`src/include/hsfl_pkg.sv`:
```
// What this block does
// - Host zero write clears a latched fault.
// - Switch-off edge of on pin or enable clears faults.
// - Undervoltage reset or regulator lockout clears faults.
// - Card insertion clears faults, sets card change.
// - A still present fault cannot be cleared.
// - Autoretry restart never clears fault bits.
// - Without autoretry, a set OV, UV or OC fault keeps switch off.
// - With autoretry, present flags hold switch off.
// - Three channels converted cyclically to 8-bit codes.
// - Source code full scale 102.4 V, 0.4 V step.
// - Aux code full scale 2.56 V, 10 mV step.
// - Sense code full scale 76.8 mV, 300 uV step.
// - Three result registers refreshed ten times per second.
// - Freeze bit stops updates, results become writable.
// - Two control bits select four GPIO functions.
// - GPIO defaults to release when power good.
// - Supply lockout only after filtered low time.
// - Fault and status bits 0-5 map causes.
// - Control bits 0-2 enable autoretry per fault.
// - Card low for settle delay captures on pin.
// - Address bits 4 to 2 select the register.
package hsfl_pkg;
	localparam logic [2:0] IDX_CONTROL = 3'h0;
	localparam logic [2:0] IDX_STATUS  = 3'h2;
	localparam logic [2:0] IDX_FAULT   = 3'h3;
	localparam logic [2:0] IDX_SRC     = 3'h4;
	localparam logic [2:0] IDX_AUX     = 3'h5;
	localparam logic [2:0] IDX_SENSE   = 3'h6;
	localparam logic [2:0] IDX_GPIO    = 3'h7;
	localparam logic [2:0] IDX_HOLE    = 3'h1;

	localparam int CTL_OV_AR   = 0;
	localparam int CTL_UV_AR   = 1;
	localparam int CTL_OC_AR   = 2;
	localparam int CTL_FET_EN  = 3;
	localparam int CTL_FREEZE  = 5;
	localparam int CTL_GPIO_LO = 6;
	localparam int CTL_GPIO_HI = 7;
	localparam logic [7:0] CTL_RESET = 8'h00;
	localparam logic [7:0] CTL_WMASK = 8'hEF;

	localparam int FLT_OV    = 0;
	localparam int FLT_UV    = 1;
	localparam int FLT_OC    = 2;
	localparam int FLT_PB    = 3;
	localparam int FLT_CARD  = 4;
	localparam int FLT_SHORT = 5;
	localparam logic [5:0] FLT_RESET     = 6'h00;
	localparam logic [5:0] FLT_ALL_MASK  = 6'h3F;
	localparam logic [5:0] FLT_CARD_KEEP = 6'h2F;

	// Result scaling in microvolts; the codes are passed through unchanged.
	localparam int SRC_FULL_UV   = 102400000;
	localparam int SRC_LSB_UV    = 400000;
	localparam int AUX_FULL_UV   = 2560000;
	localparam int AUX_LSB_UV    = 10000;
	localparam int SENSE_FULL_UV = 76800;
	localparam int SENSE_LSB_UV  = 300;

	localparam int CLK_HZ            = 50000000;
	localparam int CLK_PERIOD_NS     = 20;
	localparam int UVLO_FILTER_NS    = 5000;
	localparam int UVLO_FILTER_CYC   = (UVLO_FILTER_NS + CLK_PERIOD_NS - 1) / CLK_PERIOD_NS;
	localparam int REG_FILTER_NS     = 1000;
	localparam int REG_FILTER_CYC    = (REG_FILTER_NS + CLK_PERIOD_NS - 1) / CLK_PERIOD_NS;
	localparam int SETTLE_MS         = 100;
	localparam int SETTLE_CYC_DEF    = SETTLE_MS * (CLK_HZ / 1000);
	localparam int REFRESH_HZ        = 10;
	localparam int FRAME_CYC_DEF     = CLK_HZ / REFRESH_HZ;
	localparam int LONG_W            = 23;

	typedef enum logic [1:0] {
		GPIO_REL_GOOD  = 2'h0,
		GPIO_PULL_GOOD = 2'h1,
		GPIO_OUTPUT    = 2'h2,
		GPIO_INPUT     = 2'h3
	} hsfl_gpio_mode_t;

	typedef enum logic [3:0] {
		ADC_IDLE  = 4'h1,
		ADC_SRC   = 4'h2,
		ADC_AUX   = 4'h4,
		ADC_SENSE = 4'h8
	} hsfl_adc_state_t;
endpackage

```
`src/logic/hsfl_sync3.sv`:
```
`timescale 1ns/100ps
module hsfl_sync3 #(
	parameter int W = 1
) (
	input  wire logic         clk,
	input  wire logic         rst,
	input  wire logic [W-1:0] d,
	output logic      [W-1:0] q
);
	logic [W-1:0] s1_q;
	logic [W-1:0] s2_q;
	logic [W-1:0] s3_q;

	// A bit only moves once the last two stages agree, so a bouncing edge counts once.
	always_ff @(posedge clk) begin
		if (rst) begin
			s1_q <= '0;
			s2_q <= '0;
			s3_q <= '0;
			q    <= '0;
		end else begin
			s1_q <= d;
			s2_q <= s1_q;
			s3_q <= s2_q;
			q    <= (q & (s2_q ^ s3_q)) | (s2_q & ~(s2_q ^ s3_q));
		end
	end
endmodule // hsfl_sync3

```
`src/logic/hsfl_top.sv`:
```
// Local design decisions: the APB register port and the address map.
`timescale 1ns/100ps
module hsfl_top
	import hsfl_pkg::*;
#(
	parameter int SETTLE_CYC = SETTLE_CYC_DEF,
	parameter int FRAME_CYC  = FRAME_CYC_DEF
) (
	input  wire logic        clk,
	input  wire logic        rst,
	input  wire logic        psel,
	input  wire logic        penable,
	input  wire logic        pwrite,
	input  wire logic [7:0]  paddr,
	input  wire logic [31:0] pwdata,
	output logic      [31:0] prdata,
	output logic             pready,
	output logic             pslverr,
	input  wire logic        on_request_pin,
	input  wire logic        card_presence_pin,
	input  wire logic        uv_reset_cmp,
	input  wire logic        internal_regulator_supply_low_cmp,
	input  wire logic        supply_low_cmp,
	input  wire logic        ov_present_in,
	input  wire logic        uv_present_in,
	input  wire logic        oc_present_in,
	input  wire logic        power_bad_in,
	input  wire logic        fet_short_in,
	output logic             adc_start,
	output logic      [1:0]  adc_channel,
	input  wire logic        adc_done,
	input  wire logic [7:0]  adc_code,
	output logic             switch_on,
	input  wire logic        gpio_in,
	output logic             gpio_out,
	output logic             gpio_oe_n
);
	logic [10:0]           pins_s;
	logic                  on_s;
	logic                  card_s;
	logic                  uv_reset_s;
	logic                  internal_regulator_supply_s;
	logic                  supply_s;
	logic [5:0]            present_hold;
	logic                  gpio_s;
	logic                  on_prev_q;
	logic                  card_prev_q;
	logic [7:0]            ctl_q;
	logic [7:0]            ctl_d;
	logic [5:0]            fault_q;
	logic [5:0]            fault_d;
	logic [7:0]            res_q [3];
	logic                  gpio_data_q;
	logic [7:0]            supply_cnt_q;
	logic [7:0]            internal_regulator_supply_cnt_q;
	logic [LONG_W-1:0]     settle_cnt_q;
	logic [LONG_W-1:0]     frame_cnt_q;
	hsfl_adc_state_t       adc_state_q;
	hsfl_adc_state_t       adc_state_d;
	logic [31:0]           prdata_q;

	hsfl_sync3 #(.W(11)) u_sync (
		.clk (clk),
		.rst (rst),
		.d   ({gpio_in, fet_short_in, power_bad_in, oc_present_in, uv_present_in,
		       ov_present_in, supply_low_cmp, internal_regulator_supply_low_cmp, uv_reset_cmp,
		       card_presence_pin, on_request_pin}),
		.q   (pins_s)
	);

	assign on_s         = pins_s[0];
	assign card_s       = pins_s[1];
	assign uv_reset_s   = pins_s[2];
	assign internal_regulator_supply_s     = pins_s[3];
	assign supply_s     = pins_s[4];
	assign present_hold = {pins_s[9], 1'b0, pins_s[8:5]};
	assign gpio_s       = pins_s[10];

	// Register bus decode.
	wire [2:0]  idx       = paddr[4:2];
	wire        mapped    = (paddr[7:5] == 3'h0) && (paddr[1:0] == 2'h0) && (idx != IDX_HOLE);
	wire        access    = psel && penable;
	wire        wr_en     = access && pwrite && mapped;
	wire        ctl_wr    = wr_en && (idx == IDX_CONTROL);
	wire        fault_wr  = wr_en && (idx == IDX_FAULT);
	wire        freeze    = ctl_q[CTL_FREEZE];
	wire        res_wr    = wr_en && freeze && (idx >= IDX_SRC) && (idx <= IDX_SENSE);
	wire [1:0]  res_widx  = 2'(idx - IDX_SRC);
	wire        gpio_wr   = wr_en && (idx == IDX_GPIO);

	assign pready  = 1'b1;
	assign pslverr = access && !mapped;
	assign prdata  = prdata_q;

	wire [5:0]  status_w  = {pins_s[9], ~card_s, pins_s[8:5]};
	wire [7:0]  rd_w      = (idx == IDX_CONTROL) ? ctl_q :
	                        (idx == IDX_STATUS)  ? {2'h0, status_w} :
	                        (idx == IDX_FAULT)   ? {2'h0, fault_q} :
	                        (idx == IDX_SRC)     ? res_q[0] :
	                        (idx == IDX_AUX)     ? res_q[1] :
	                        (idx == IDX_SENSE)   ? res_q[2] :
	                        (idx == IDX_GPIO)    ? {6'h00, gpio_s, gpio_data_q} : 8'h00;

	// Edges and filtered lockouts.
	wire        on_rise      = on_s && !on_prev_q;
	wire        on_fall      = !on_s && on_prev_q;
	wire        card_fall    = !card_s && card_prev_q;
	wire        card_edge    = card_s != card_prev_q;
	wire        supply_lock  = supply_cnt_q == 8'(UVLO_FILTER_CYC);
	wire        internal_regulator_supply_lock  = internal_regulator_supply_cnt_q == 8'(REG_FILTER_CYC);
	wire        settle_hit   = !card_s && (settle_cnt_q == LONG_W'(SETTLE_CYC - 1));
	wire        frame_tick   = frame_cnt_q == LONG_W'(FRAME_CYC - 1);

	// Control register; the on pin and card settle move the enable bit.
	wire [7:0]  ctl_base     = ctl_wr ? (pwdata[7:0] & CTL_WMASK) : ctl_q;
	wire        fet_next     = settle_hit ? on_s :
	                           on_rise    ? 1'b1 :
	                           on_fall    ? 1'b0 : ctl_base[CTL_FET_EN];
	wire        fet_fall     = ctl_q[CTL_FET_EN] && !fet_next;
	assign ctl_d = {ctl_base[7:4], fet_next, ctl_base[2:0]};

	// Fault register; a set in the same cycle as a clear wins.
	wire        clr_all      = fet_fall || on_fall || uv_reset_s || internal_regulator_supply_lock;
	wire [5:0]  clr_hw       = (clr_all ? FLT_ALL_MASK : 6'h00) |
	                           (card_fall ? FLT_CARD_KEEP : 6'h00);
	wire [5:0]  clr_sw       = fault_wr ? ~pwdata[5:0] : 6'h00;
	wire [5:0]  clr_eff      = (clr_hw | clr_sw) & ~present_hold;
	wire [5:0]  fault_set    = {pins_s[9], card_edge, pins_s[8] & switch_on, pins_s[7:5]};
	assign fault_d = (fault_q & ~clr_eff) | fault_set;

	// Restart hold; autoretry restarts touch no fault bit.
	wire [2:0]  hold_type;
	genvar gi;
	generate
		for (gi = 0; gi < 3; gi++) begin : g_hold
			assign hold_type[gi] = ctl_q[gi] ? pins_s[5+gi] : fault_q[gi];
		end
	endgenerate
	wire        switch_d = ctl_q[CTL_FET_EN] && !card_s && !supply_lock && !internal_regulator_supply_lock &&
	                       !uv_reset_s && !(|hold_type);

	// GPIO function select; power good means the power bad condition is low.
	wire [1:0]  gpio_mode = ctl_q[CTL_GPIO_HI:CTL_GPIO_LO];
	wire        gpio_pull = (gpio_mode == GPIO_REL_GOOD)  ? pins_s[8] :
	                        (gpio_mode == GPIO_PULL_GOOD) ? !pins_s[8] :
	                        (gpio_mode == GPIO_OUTPUT)    ? !gpio_data_q : 1'b0;
	assign gpio_out = 1'b0;

	// Converter sequencer: one sweep of the three channels per refresh frame.
	always_comb begin
		adc_state_d = adc_state_q;
		case (adc_state_q)
			ADC_IDLE:  if (frame_tick) adc_state_d = ADC_SRC;
			ADC_SRC:   if (adc_done) adc_state_d = ADC_AUX;
			ADC_AUX:   if (adc_done) adc_state_d = ADC_SENSE;
			ADC_SENSE: if (adc_done) adc_state_d = ADC_IDLE;
			default:   adc_state_d = ADC_IDLE;
		endcase
	end
	wire        adc_launch = (adc_state_d != adc_state_q) && (adc_state_d != ADC_IDLE);
	wire [1:0]  adc_ch_d   = (adc_state_d == ADC_AUX)   ? 2'h1 :
	                         (adc_state_d == ADC_SENSE) ? 2'h2 : 2'h0;
	wire        adc_store  = adc_done && (adc_state_q != ADC_IDLE) && !freeze;

	always_ff @(posedge clk) begin
		if (rst) begin
			ctl_q       <= CTL_RESET;
			fault_q     <= FLT_RESET;
			on_prev_q   <= 1'b0;
			card_prev_q <= 1'b0;
			switch_on   <= 1'b0;
			gpio_oe_n   <= 1'b1;
			gpio_data_q <= 1'b0;
			prdata_q    <= 32'h00000000;
		end else begin
			ctl_q       <= ctl_d;
			fault_q     <= fault_d;
			on_prev_q   <= on_s;
			card_prev_q <= card_s;
			switch_on   <= switch_d;
			gpio_oe_n   <= !gpio_pull;
			gpio_data_q <= gpio_wr ? pwdata[0] : gpio_data_q;
			prdata_q    <= (psel && !penable) ? {24'h000000, rd_w} : prdata_q;
		end
	end

	// The results hold their value on a clear; the next frame overwrites them.
	always_ff @(posedge clk) begin
		if (rst) begin
			res_q[0] <= 8'h00;
			res_q[1] <= 8'h00;
			res_q[2] <= 8'h00;
		end else if (adc_store) begin
			res_q[adc_channel] <= adc_code;
		end else if (res_wr) begin
			res_q[res_widx] <= pwdata[7:0];
		end
	end

	always_ff @(posedge clk) begin
		if (rst) begin
			adc_state_q <= ADC_IDLE;
			adc_start   <= 1'b0;
			adc_channel <= 2'h0;
			frame_cnt_q <= '0;
		end else begin
			adc_state_q <= adc_state_d;
			adc_start   <= adc_launch;
			adc_channel <= adc_launch ? adc_ch_d : adc_channel;
			frame_cnt_q <= frame_tick ? '0 : frame_cnt_q + LONG_W'(1);
		end
	end

	// Filters: brief supply dips must not lock the switch out.
	always_ff @(posedge clk) begin
		if (rst) begin
			supply_cnt_q <= 8'h00;
			internal_regulator_supply_cnt_q <= 8'h00;
			settle_cnt_q <= '0;
		end else begin
			supply_cnt_q <= !supply_s ? 8'h00 : supply_lock ? supply_cnt_q : supply_cnt_q + 8'h01;
			internal_regulator_supply_cnt_q <= !internal_regulator_supply_s ? 8'h00 : internal_regulator_supply_lock ? internal_regulator_supply_cnt_q : internal_regulator_supply_cnt_q + 8'h01;
			settle_cnt_q <= card_s ? '0 :
			                (settle_cnt_q == LONG_W'(SETTLE_CYC)) ? settle_cnt_q :
			                settle_cnt_q + LONG_W'(1);
		end
	end

	sw_clear_a: assert property (@(posedge clk) disable iff (rst)
		(fault_wr && !pwdata[FLT_OV] && !pins_s[5]) |=> !fault_q[FLT_OV])
		else $error("Overvoltage fault not cleared by zero write.");

	keep_one_a: assert property (@(posedge clk) disable iff (rst)
		(fault_wr && pwdata[FLT_UV] && !clr_hw[FLT_UV]) |=>
		(fault_q[FLT_UV] == $past(fault_q[FLT_UV])) || $past(pins_s[6]))
		else $error("Fault bit written one changed value.");

	off_clear_a: assert property (@(posedge clk) disable iff (rst)
		(fet_fall && !(|status_w[3:0]) && !pins_s[9]) |=> (fault_q & FLT_CARD_KEEP) == 6'h00)
		else $error("Switch-off edge left a fault bit set.");

	lock_clear_a: assert property (@(posedge clk) disable iff (rst)
		(uv_reset_s && pins_s[9:5] == 5'h00 && !card_edge) |=> fault_q == 6'h00)
		else $error("Undervoltage reset left faults set.");

	card_in_a: assert property (@(posedge clk) disable iff (rst)
		card_fall |=> fault_q[FLT_CARD] && (fault_q[FLT_OC] == $past(pins_s[7])))
		else $error("Card insertion did not clear faults and flag change.");

	present_hold_a: assert property (@(posedge clk) disable iff (rst)
		pins_s[7] |=> fault_q[FLT_OC] [*1] ##1 (fault_q[FLT_OC] || !$past(pins_s[7])))
		else $error("Present overcurrent fault was cleared.");

	fault_off_a: assert property (@(posedge clk) disable iff (rst)
		(!ctl_q[CTL_OC_AR] && fault_q[FLT_OC]) |=> !switch_on)
		else $error("Switch on while overcurrent fault latched.");

	retry_hold_a: assert property (@(posedge clk) disable iff (rst)
		(ctl_q[CTL_OV_AR] && pins_s[5]) |=> !switch_on)
		else $error("Switch on while overvoltage present under autoretry.");

	retry_keep_a: assert property (@(posedge clk) disable iff (rst)
		(ctl_q[CTL_UV_AR] && fault_q[FLT_UV] && !clr_all && !card_fall && !fault_wr) |=> fault_q[FLT_UV])
		else $error("Autoretry cleared a fault bit.");

	result_load_a: assert property (@(posedge clk) disable iff (rst)
		(adc_store && adc_channel == 2'h2) |=> res_q[2] == $past(adc_code))
		else $error("Sense result not stored.");

	freeze_hold_a: assert property (@(posedge clk) disable iff (rst)
		(freeze && !res_wr) |=> $stable(res_q[0]) && $stable(res_q[1]) && $stable(res_q[2]))
		else $error("Result changed while frozen.");

	gpio_rst_a: assert property (@(posedge clk)
		rst |=> ctl_q[CTL_GPIO_HI:CTL_GPIO_LO] == GPIO_REL_GOOD)
		else $error("GPIO select not at default after reset.");

	uvlo_filt_a: assert property (@(posedge clk) disable iff (rst)
		$rose(supply_lock) |-> $past(supply_s, 2) && $past(supply_s, 1))
		else $error("Supply lockout without filtered low time.");

	settle_cap_a: assert property (@(posedge clk) disable iff (rst)
		settle_hit |=> ctl_q[CTL_FET_EN] == $past(on_s))
		else $error("On pin not captured after card settle.");

	gpio_sel_a: assert property (@(posedge clk) disable iff (rst)
		(gpio_mode == GPIO_INPUT) |=> gpio_oe_n || $past(gpio_mode) != GPIO_INPUT)
		else $error("GPIO driven while configured as input.");

	res_write_a: assert property (@(posedge clk) disable iff (rst)
		(res_wr && idx == IDX_SRC) |=> res_q[0] == $past(pwdata[7:0]))
		else $error("Source result not written while frozen.");

	card_flag_a: assert property (@(posedge clk) disable iff (rst)
		card_edge |=> fault_q[FLT_CARD])
		else $error("Card pin edge did not flag a change.");

	lock_off_a: assert property (@(posedge clk) disable iff (rst)
		supply_lock |=> !switch_on)
		else $error("Switch on during supply lockout.");

	gpio_rel_a: assert property (@(posedge clk) disable iff (rst)
		(gpio_mode == GPIO_REL_GOOD && !pins_s[8]) |=> gpio_oe_n)
		else $error("GPIO pulled low while power good.");
endmodule // hsfl_top

```
`config.mk`:
```
export PLATFORM = sky130hd
export DESIGN_NAME = hsfl_top
export DESIGN_NICKNAME = d
export VERILOG_FILES = /design/src/include/hsfl_pkg.sv /design/src/logic/hsfl_sync3.sv /design/src/logic/hsfl_top.sv
export SDC_FILE = /design/constraint.sdc
export NUM_CORES = 1
export LEC_CHECK = 0
export ABC_AREA = 0
export BUFFER_PORTS_ARGS = -buffer_cell sky130_fd_sc_hd__buf_2
export CAP_MARGIN = 25
export CORE_ASPECT_RATIO = 2
export CORE_MARGIN = 10
export CORE_UTILIZATION = 55
export CTS_BUF_LIST = sky130_fd_sc_hd__clkbuf_16
export DETAILED_ROUTE_END_ITERATION = 10
export PLACE_DENSITY = 0.81
export SYNTH_ARGS = -nofsm -noshare
export SYNTH_HDL_FRONTEND = slang
export SYNTH_SLANG_ARGS = --single-unit
```
`constraint.sdc`:
```
create_clock -name clk -period 6.9 [get_ports clk]
set_clock_uncertainty 0.05 [all_clocks]
set_input_delay 0.69 -clock clk [delete_from_list [all_inputs] [get_ports clk]]
set_output_delay 0.69 -clock clk [all_outputs]
set_load 0.05 [all_outputs]
```
==> results of run 1 <==
## layout by cell type, fill, tap and decap left out, drive strengths merged, types with 28 or more instances in the layout
cell   instances
dfxtp        139
nor2         111
nand2         61
buf           55
nor2b         38
xnor2         33
o21ai         33
inv           33
a21oi         29
nand3         28
## stage by stage
step	utilization, %	cell area (um^2)	worst slack, ns	cells
5_1_grt	62.83	7934	3.361	978
6_report	62.85	7936	3.575	979
3_3_place_gp	58.16	7345	3.244	946
2_1_floorplan	-	7218	3.859	800
3_5_place_dp	58.16	7345	3.163	946
4_1_cts	62.83	7934	3.617	978
## worst reg2reg max path: stages (launching register included)
cell	delay (ns)
sky130_fd_sc_hd__dfxtp_1	0.41
sky130_fd_sc_hd__or4b_2	0.71
sky130_fd_sc_hd__nand4_1	0.16
sky130_fd_sc_hd__nor3b_1	0.07
sky130_fd_sc_hd__a21oi_1	0.63
sky130_fd_sc_hd__nand2_1	0.46
## how the worst max path moves through the flow
stage	endpoint	slack, ns	depth (start not counted)
5_1_grt	res_q[2][2]	3.36	6
4_1_cts	res_q[2][2]	3.62	6
2_1_floorplan	pslverr	3.86	5
3_3_place_gp	res_q[1][6]	3.24	6
3_5_place_dp	res_q[2][7]	3.16	6
6_report	res_q[2][2]	3.57	6
## where the power goes
group,total (mW),leakage (nW),internal (mW),switching [mW]
combinational,0.118,1.23,0.0296,0.0879
sequential,0.989,1.37,0.980,0.00923
clock,0.915,0.289,0.485,0.430
## flip-flops by register name, indices dropped and copies added, names as in the netlist, 8 cells and up, named ones only
| signal | cells |
|---|---|
| u_sync.s1_q | 11 |
| prdata | 8 |
| u_sync.s3_q | 11 |
| settle_cnt_q | 23 |
| frame_cnt_q | 23 |
| supply_cnt_q | 8 |
| res_q | 24 |
| u_sync.s2_q | 11 |
| internal_regulator_supply_cnt_q | 8 |
## area by class of cell
cell class	instances	area (um^2)
repair buffers	55	277.8
diodes	1	2.502
multi-input cells	552	3278
flip-flops and latches	163	3503
fillers	1085	4691
inverters	26	97.59
clock inverters	15	163.9
clock buffers	17	425.4
well taps	150	187.7
## per-layer routing
layer | vias up | share of wire [%]
li1 | 2713 | -
met1 | 2614 | 38
met2 | 152 | 55
met3 | 38 | 4.7
met4 | 0 | 2.7
met5 | - | 0
## cell families after synthesis
group / count (synthesis)
AOI/OAI and AO/OA: 95
and+or+nand+nor: 341
buffers and inverters: 85
muxes: 29
DFF: 163
xor gates and xnor gates: 53
other: 2
adders and majority gates: 8
==> Implementation_results.wiki, run 1 <==
{| class="wikitable"
! Metric !! Value
|-
| Status || completed
|-
| Die Footprint || 18190 um^2
|-
| Kind of end point of the critical path || register
|-
| Netlist cell types || 56
|-
| Headroom to the max-slew limit || 45.66%
|-
| CP max FO || 11
|-
| Die outline height || 181.0 um
|-
| Dominant combinational cell family by area after synthesis || simple AND/OR/NAND/NOR gates
|-
| Area growth, synth to finish || 11.34%
|-
| WS Path Type || in2reg
|-
| Area fraction in compound gates after synthesis || 8.022%
|-
| Global-route total usage across every layer || 17.73%
|-
| Dominant synthesized flop cell || sky130_fd_sc_hd__dfxtp_1
|-
| Period Utilization, post-route || 48.19%
|-
| Clock transition time at the flip-flop clock pins of the worst setup and hold paths || 0.07 ns
|-
| Critical path launch point type || input port
|-
| Cell area after synthesis || 7128 um^2
|-
| Routed via count divided by cell count || 5.635
|-
| Post-detailed-placement half-perimeter wirelength || 11.61 mm
|-
| Biggest area consumer among synthesized cells || sky130_fd_sc_hd__dfxtp_1
|-
| Critical-path cell list || buf_2 -> or4b_1 -> nor3_1 -> and3_1 -> a21oi_1 -> nand2_1
|-
| Largest net degree at the start of global routing || 57
|-
| Core Area || 12630 um^2
|-
| Most utilized layer in the global route result || met2
|-
| Delay-heaviest family, CP || simple AND/OR/NAND/NOR gates
|-
| Post_cts resized || 0
|-
| Total number of clock tree sinks || 163
|-
| Post-CTS Hold Buffers || 0
|-
| Flop-to-flop setup slack || 4.05 ns
|-
| TritonCTS clock tree || yes
|-
| Number of antenna violations at the first check in global routing || 0
|-
| Clock insertion delay at the later pin of the skew report || 0.43 ns
|-
| Gate Count Post-Synth || 776
|-
| Accumulated negative setup slack || 0 ns
|-
| Total leakage power || 2.891 nW
|-
| Post-Synth Simple-Gate Area || 24.21%
|-
| Power density of the placed cells || 254.7 nW/um^2
|-
| DRT Pass-1 Iters || 5
|-
| Yosys top cell area share || 39.04%
|-
| Routing usage on met3 || 4.662%
|-
| Starting DRC count in detailed routing || 339
|-
| Number of max-capacitance violations reported || 0
|-
| Number of design rule violations left after detail routing || 0
|-
| Final critical-path required period || 3.325 ns
|-
| Endpoints failing hold || 0
|-
| Final slew viol count || 0
|-
| Die Span X || 100.5 um
|-
| Worst min-delay path endpoint || u_sync.s2_q[3]
|-
| Library cell with the highest instance count after synthesis || sky130_fd_sc_hd__dfxtp_1
|-
| PnR Total Power || 2.022 mW
|-
| Root buffer selected by CTS || sky130_fd_sc_hd__clkbuf_16
|-
| Net count, final || 888
|-
| Number of buffers inserted by post-CTS setup repair || 0
|-
| Stage delay of the slowest cell on the critical path || 0.70 ns
|-
| Achievable Freq || 0.3007 GHz
|-
| Initial standard-cell utilization of the core || 56.45%
|-
| Post-Synth Adder-Cell Area || 1.404%
|-
| Data required time at the worst endpoint || 6.93 ns
|-
| TritonCTS buffer count || 17
|-
| List of most frequent post-synthesis cells || 139 x sky130_fd_sc_hd__dfxtp_1, 111 x sky130_fd_sc_hd__nor2_1, 61 x sky130_fd_sc_hd__nand2_1
|-
| Ys Warns || 0
|-
| Count of port buffers added during placement || 54
|-
| Via count || 5517
|-
| Global route overflow || 0
|-
| Met1 usage in global routing || 18.09%
|-
| Worst endpoint data arrival time || 3.36 ns
|-
| Reg2Reg Launch Point || adc_state_q[3]
|-
| RSZ-0062 raised after global routing || no
|-
| Logic depth of the worst register-to-register path || 5
|-
| Routability-driven placement congestion ratio || 0.8460
|-
| Async set-or-reset flop fraction in the synthesized netlist || 0%
|-
| Per-cell routed wire length || 16.21 um
|-
| Largest cells by area after synthesis || sky130_fd_sc_hd__dfxtp_1 39%, sky130_fd_sc_hd__edfxtp_1 10%, sky130_fd_sc_hd__nor2_1 5.8%
|-
| Drt total wl || 15.87 mm
|-
| Buffers plus inverters on the worst setup path || 1
|-
| Number of H-tree branching levels || 4
|-
| Worst-margin pin slew || 0.8132 ns
|-
| Worst vdd ir || 0.2048 mV
|-
| Antenna viol nets, final || 0
|-
| Register bit total from synthesis || 163
|-
| Final number of setup-violating endpoints || 0
|-
| Launch instance of the worst min-delay path || u_sync.s1_q[3]
|-
| Reg2reg end || res_q[2][2]
|-
| First-pass GRT wire length || 26.33 mm
|-
| Fraction of synthesized cell area in xor and xnor cells || 6.512%
|-
| Fraction of final layout cells sized beyond drive strength 1 || 11.84%
|-
| Post-synthesis sequential area ratio || 49.15%
|-
| Post-synthesis area per instance || 9.186 um^2
|-
| Worst-case hold slack || 0.3845 ns
|-
| Launch point of the worst path || paddr[6]
|-
| Deepest clock path buffer count || 2
|-
| Vias in the first global route || 5440
|-
| Slowest library cell on the worst path || sky130_fd_sc_hd__and3_1
|-
| # rows || 58
|-
| Total I/O pin count || 105
|-
| Instance count along the most critical hold path || 1
|-
| Share of synthesized area spent on multiplexers || 4.476%
|-
| Met2 Usage GRT || 32.33%
|-
| Count of flip-flops with a built-in enable after synthesis || 24
|-
| Worst min-delay path class || reg2reg
|}
Power figures use the tool's default switching activity.
==> run 2: changes to the inputs <==
ABC_AREA = 1   (was 0)
CORE_UTILIZATION = 52   (was 55)
clock period = 2.8 ns   (was 6.9 ns; I/O delays follow)
==> Implementation_results.wiki, run 2 <==
{| class="wikitable"
! Metric !! Value
|-
| Accumulated negative setup slack || 0 ns
|-
| Per-cell routed wire length || 13.99 um
|-
| Total I/O pin count || 105
|-
| Area growth, synth to finish || 14.31%
|-
| Number of H-tree branching levels || 4
|-
| Top Registers || res_q x24, frame_cnt_q x23, settle_cnt_q x23
|-
| Gate Count Post-Synth || 927
|-
| Async set-or-reset flop fraction in the synthesized netlist || 0%
|-
| Endpoints failing hold || 0
|-
| Number of antenna violations at the first check in global routing || 0
|-
| Net count, final || 1071
|-
| Total number of clock tree sinks || 163
|-
| Worst-case hold slack || 0.006764 ns
|-
| Critical path launch point type || register
|-
| Biggest area consumer among synthesized cells || sky130_fd_sc_hd__dfxtp_1
|-
| Number of diodes || 0
|-
| Die outline height || 186.5 um
|-
| Count of flip-flops with a built-in enable after synthesis || 24
|-
| Switching part of the total || 23.09%
|-
| Period Utilization, post-route || 81.55%
|-
| Final critical-path required period || 2.283 ns
|-
| Core Area || 13510 um^2
|-
| Post-Synth Adder-Cell Area || 1.389%
|-
| Via count || 6044
|-
| Library cell with the highest instance count after synthesis || sky130_fd_sc_hd__nor2_1
|-
| Worst-margin pin slew || 0.7251 ns
|-
| Share of synthesized area spent on multiplexers || 0.9722%
|-
| Vias in the first global route || 5978
|-
| Clock power frac || 46.8%
|-
| Number of buffers inserted by post-CTS setup repair || 0
|-
| Kind of end point of the critical path || register
|-
| Post-synthesis area per instance || 7.774 um^2
|-
| Count of port buffers added during placement || 54
|-
| Clock transition time at the flip-flop clock pins of the worst setup and hold paths || 0.06 ns
|-
| Worst endpoint data arrival time || 2.33 ns
|-
| RSZ-0062 raised after global routing || no
|-
| Fill cell count || 1189
|-
| Deepest clock path buffer count || 2
|-
| Relative contribution of sequential cells to total power || 47.2%
|-
| Antenna viol nets, final || 0
|-
| Final number of setup-violating endpoints || 0
|-
| Drt total wl || 16.32 mm
|-
| Launch instance of the worst min-delay path || fet_short_in
|-
| Total leakage power || 3.359 nW
|-
| Gate power share || 6.0%
|-
| Worst min-delay path class || in2reg
|-
| Switching power of the nets || 1.196 mW
|-
| Largest cells by area after synthesis || sky130_fd_sc_hd__dfxtp_1 39%, sky130_fd_sc_hd__edfxtp_1 10%, sky130_fd_sc_hd__nor2_1 7.8%
|-
| Fraction of synthesized cell area in xor and xnor cells || 0.9722%
|-
| Status || completed
|-
| Placement Setup Slack || 0.4384 ns
|-
| Yosys top cell area share || 38.61%
|-
| Final worst-path setup slack || 0.5166 ns
|-
| Starting DRC count in detailed routing || 355
|-
| Global route overflow || 0
|-
| Dominant combinational cell family by area after synthesis || simple AND/OR/NAND/NOR gates
|-
| Ys Warns || 0
|-
| Worst vdd ir || 0.4497 mV
|-
| Achievable Freq || 0.4379 GHz
|-
| TritonCTS clock tree || yes
|-
| Largest register by flop count || res_q
|-
| List of most frequent post-synthesis cells || 150 x sky130_fd_sc_hd__nor2_1, 148 x sky130_fd_sc_hd__inv_1, 139 x sky130_fd_sc_hd__dfxtp_1
|-
| Number of max-capacitance violations reported || 0
|-
| Launch point of the worst path || ctl_q[5]
|-
| Routed via count divided by cell count || 5.184
|-
| WS Path Type || reg2reg
|-
| Netlist cell types || 45
|-
| Global-route total usage across every layer || 17.46%
|-
| Cell-internal power || 3.982 mW
|-
| Highest-count cells in the layout ignoring fill and taps || 150 x sky130_fd_sc_hd__nor2_1, 149 x sky130_fd_sc_hd__inv_1, 139 x sky130_fd_sc_hd__dfxtp_1, 115 x sky130_fd_sc_hd__nand2_1, 83 x sky130_fd_sc_hd__a21oi_1
|-
| Initial standard-cell utilization of the core || 53.33%
|-
| Most common cell after layout, fill and taps aside || sky130_fd_sc_hd__nor2_1
|-
| Headroom to the max-slew limit || 51.48%
|-
| Final slew viol count || 0
|-
| Largest net degree at the start of global routing || 44
|-
| Number of flip-flops under the largest register name || 24
|-
| DRT Pass-1 Iters || 4
|-
| TritonCTS buffer count || 17
|-
| Data required time at the worst endpoint || 2.84 ns
|-
| Reg2Reg Launch Point || ctl_q[5]
|-
| Die Footprint || 19250 um^2
|-
| Routability-driven placement congestion ratio || 0.8855
|-
| Post-synthesis sequential area ratio || 48.61%
|-
| Power density of the placed cells || 628.5 nW/um^2
|-
| Cell area after synthesis || 7207 um^2
|-
| Dominant synthesized flop cell || sky130_fd_sc_hd__dfxtp_1
|-
| # rows || 60
|-
| Number of design rule violations left after detail routing || 0
|-
| Post-detailed-placement half-perimeter wirelength || 12.39 mm
|-
| Clock insertion delay at the later pin of the skew report || 0.42 ns
|-
| Post-Synth Simple-Gate Area || 23.47%
|-
| CP max FO || 9
|-
| Register bit total from synthesis || 163
|-
| Die Span X || 103.2 um
|-
| Fraction of final layout cells sized beyond drive strength 1 || 12.36%
|-
| Root buffer selected by CTS || sky130_fd_sc_hd__clkbuf_16
|-
| Area fraction in compound gates after synthesis || 12.80%
|-
| First-pass GRT wire length || 27.01 mm
|}
run 2: kinds of logic after synthesis:
family | after synthesis
flip-flops | 163
XOR/XNOR | 8
adder cells (fa/ha/maj) | 8
other | 2
AND/OR/NAND/NOR | 380
multiplexers | 7
buffers and inverters | 194
AO/OA/AOI/OAI | 165
run 2: layout make-up:
| type | count | area [um^2] | area share [%] |
|---|---|---|---|
| Inverter | 152 | 570.5 | 6.926 |
| Timing Repair Buffer | 70 | 402.9 | 4.891 |
| Clock buffer | 17 | 425.4 | 5.164 |
| Multi-Input combinational cell | 594 | 2952 | 35.83 |
| Tap cell | 155 | 193.9 | 2.354 |
| Sequential cell | 163 | 3503 | 42.53 |
| Clock inverter | 15 | 190.2 | 2.309 |
run 2: stage by stage:
step / cells / cell area (um^2) / power (mW) / util [%]
detailed placement: 1129 / 7572 / 2.798 / 56.04
global placement: 1129 / 7572 / 2.794 / 56.04
CTS: 1166 / 8238 / 5.203 / 60.96
finish: 1166 / 8238 / 5.177 / 60.96
global route: 1166 / 8238 / 5.339 / 60.96
floorplan: 951 / 7297 / 2.735 / -
run 2: worst max-delay path, cell delays in order (launching register included):
cell	delay (ns)
sky130_fd_sc_hd__dfxtp_1	0.41
sky130_fd_sc_hd__inv_1	0.10
sky130_fd_sc_hd__nor4_1	0.33
sky130_fd_sc_hd__nand2_2	0.22
sky130_fd_sc_hd__o21ai_1	0.35
sky130_fd_sc_hd__nand3_4	0.18
sky130_fd_sc_hd__nand2_1	0.31
run 2: what timing repair did:
action | CTS | global route
hold buffers | 5 | 0
hold endpoints to repair | 5 | 0
resized for setup | 0 | 0
run 2: routing by layer:
metal | part of all wire [%] | track usage [%] | vias up
li1 | - | - | 3096
met4 | 3.9 | 8.665 | 0
met3 | 5.0 | 3.993 | 49
met2 | 55 | 32.96 | 171
met1 | 36 | 16.45 | 2728
met5 | 0 | 0 | -
run 2: final timing paths:
kind / to / slack (ns) / cells after the start
worst max register to register: res_q[1][1] / 0.52 / 6
worst min register to register: u_sync.s2_q[2] / 0.35 / 2
worst max-delay path: res_q[1][1] / 0.52 / 6
worst min-delay path: u_sync.s1_q[9] / 0.007 / 3
run 2: power groups by stage:
stage | clock network, mW | registers, mW | logic [mW]
final | 2.42 | 2.44 | 0.313
after global routing | 2.55 | 2.45 | 0.344
after CTS | 2.45 | 2.44 | 0.311
after detailed placement | 0 | 2.49 | 0.304
after global placement | 0 | 2.49 | 0.301
after floorplan | 0 | 2.51 | 0.229
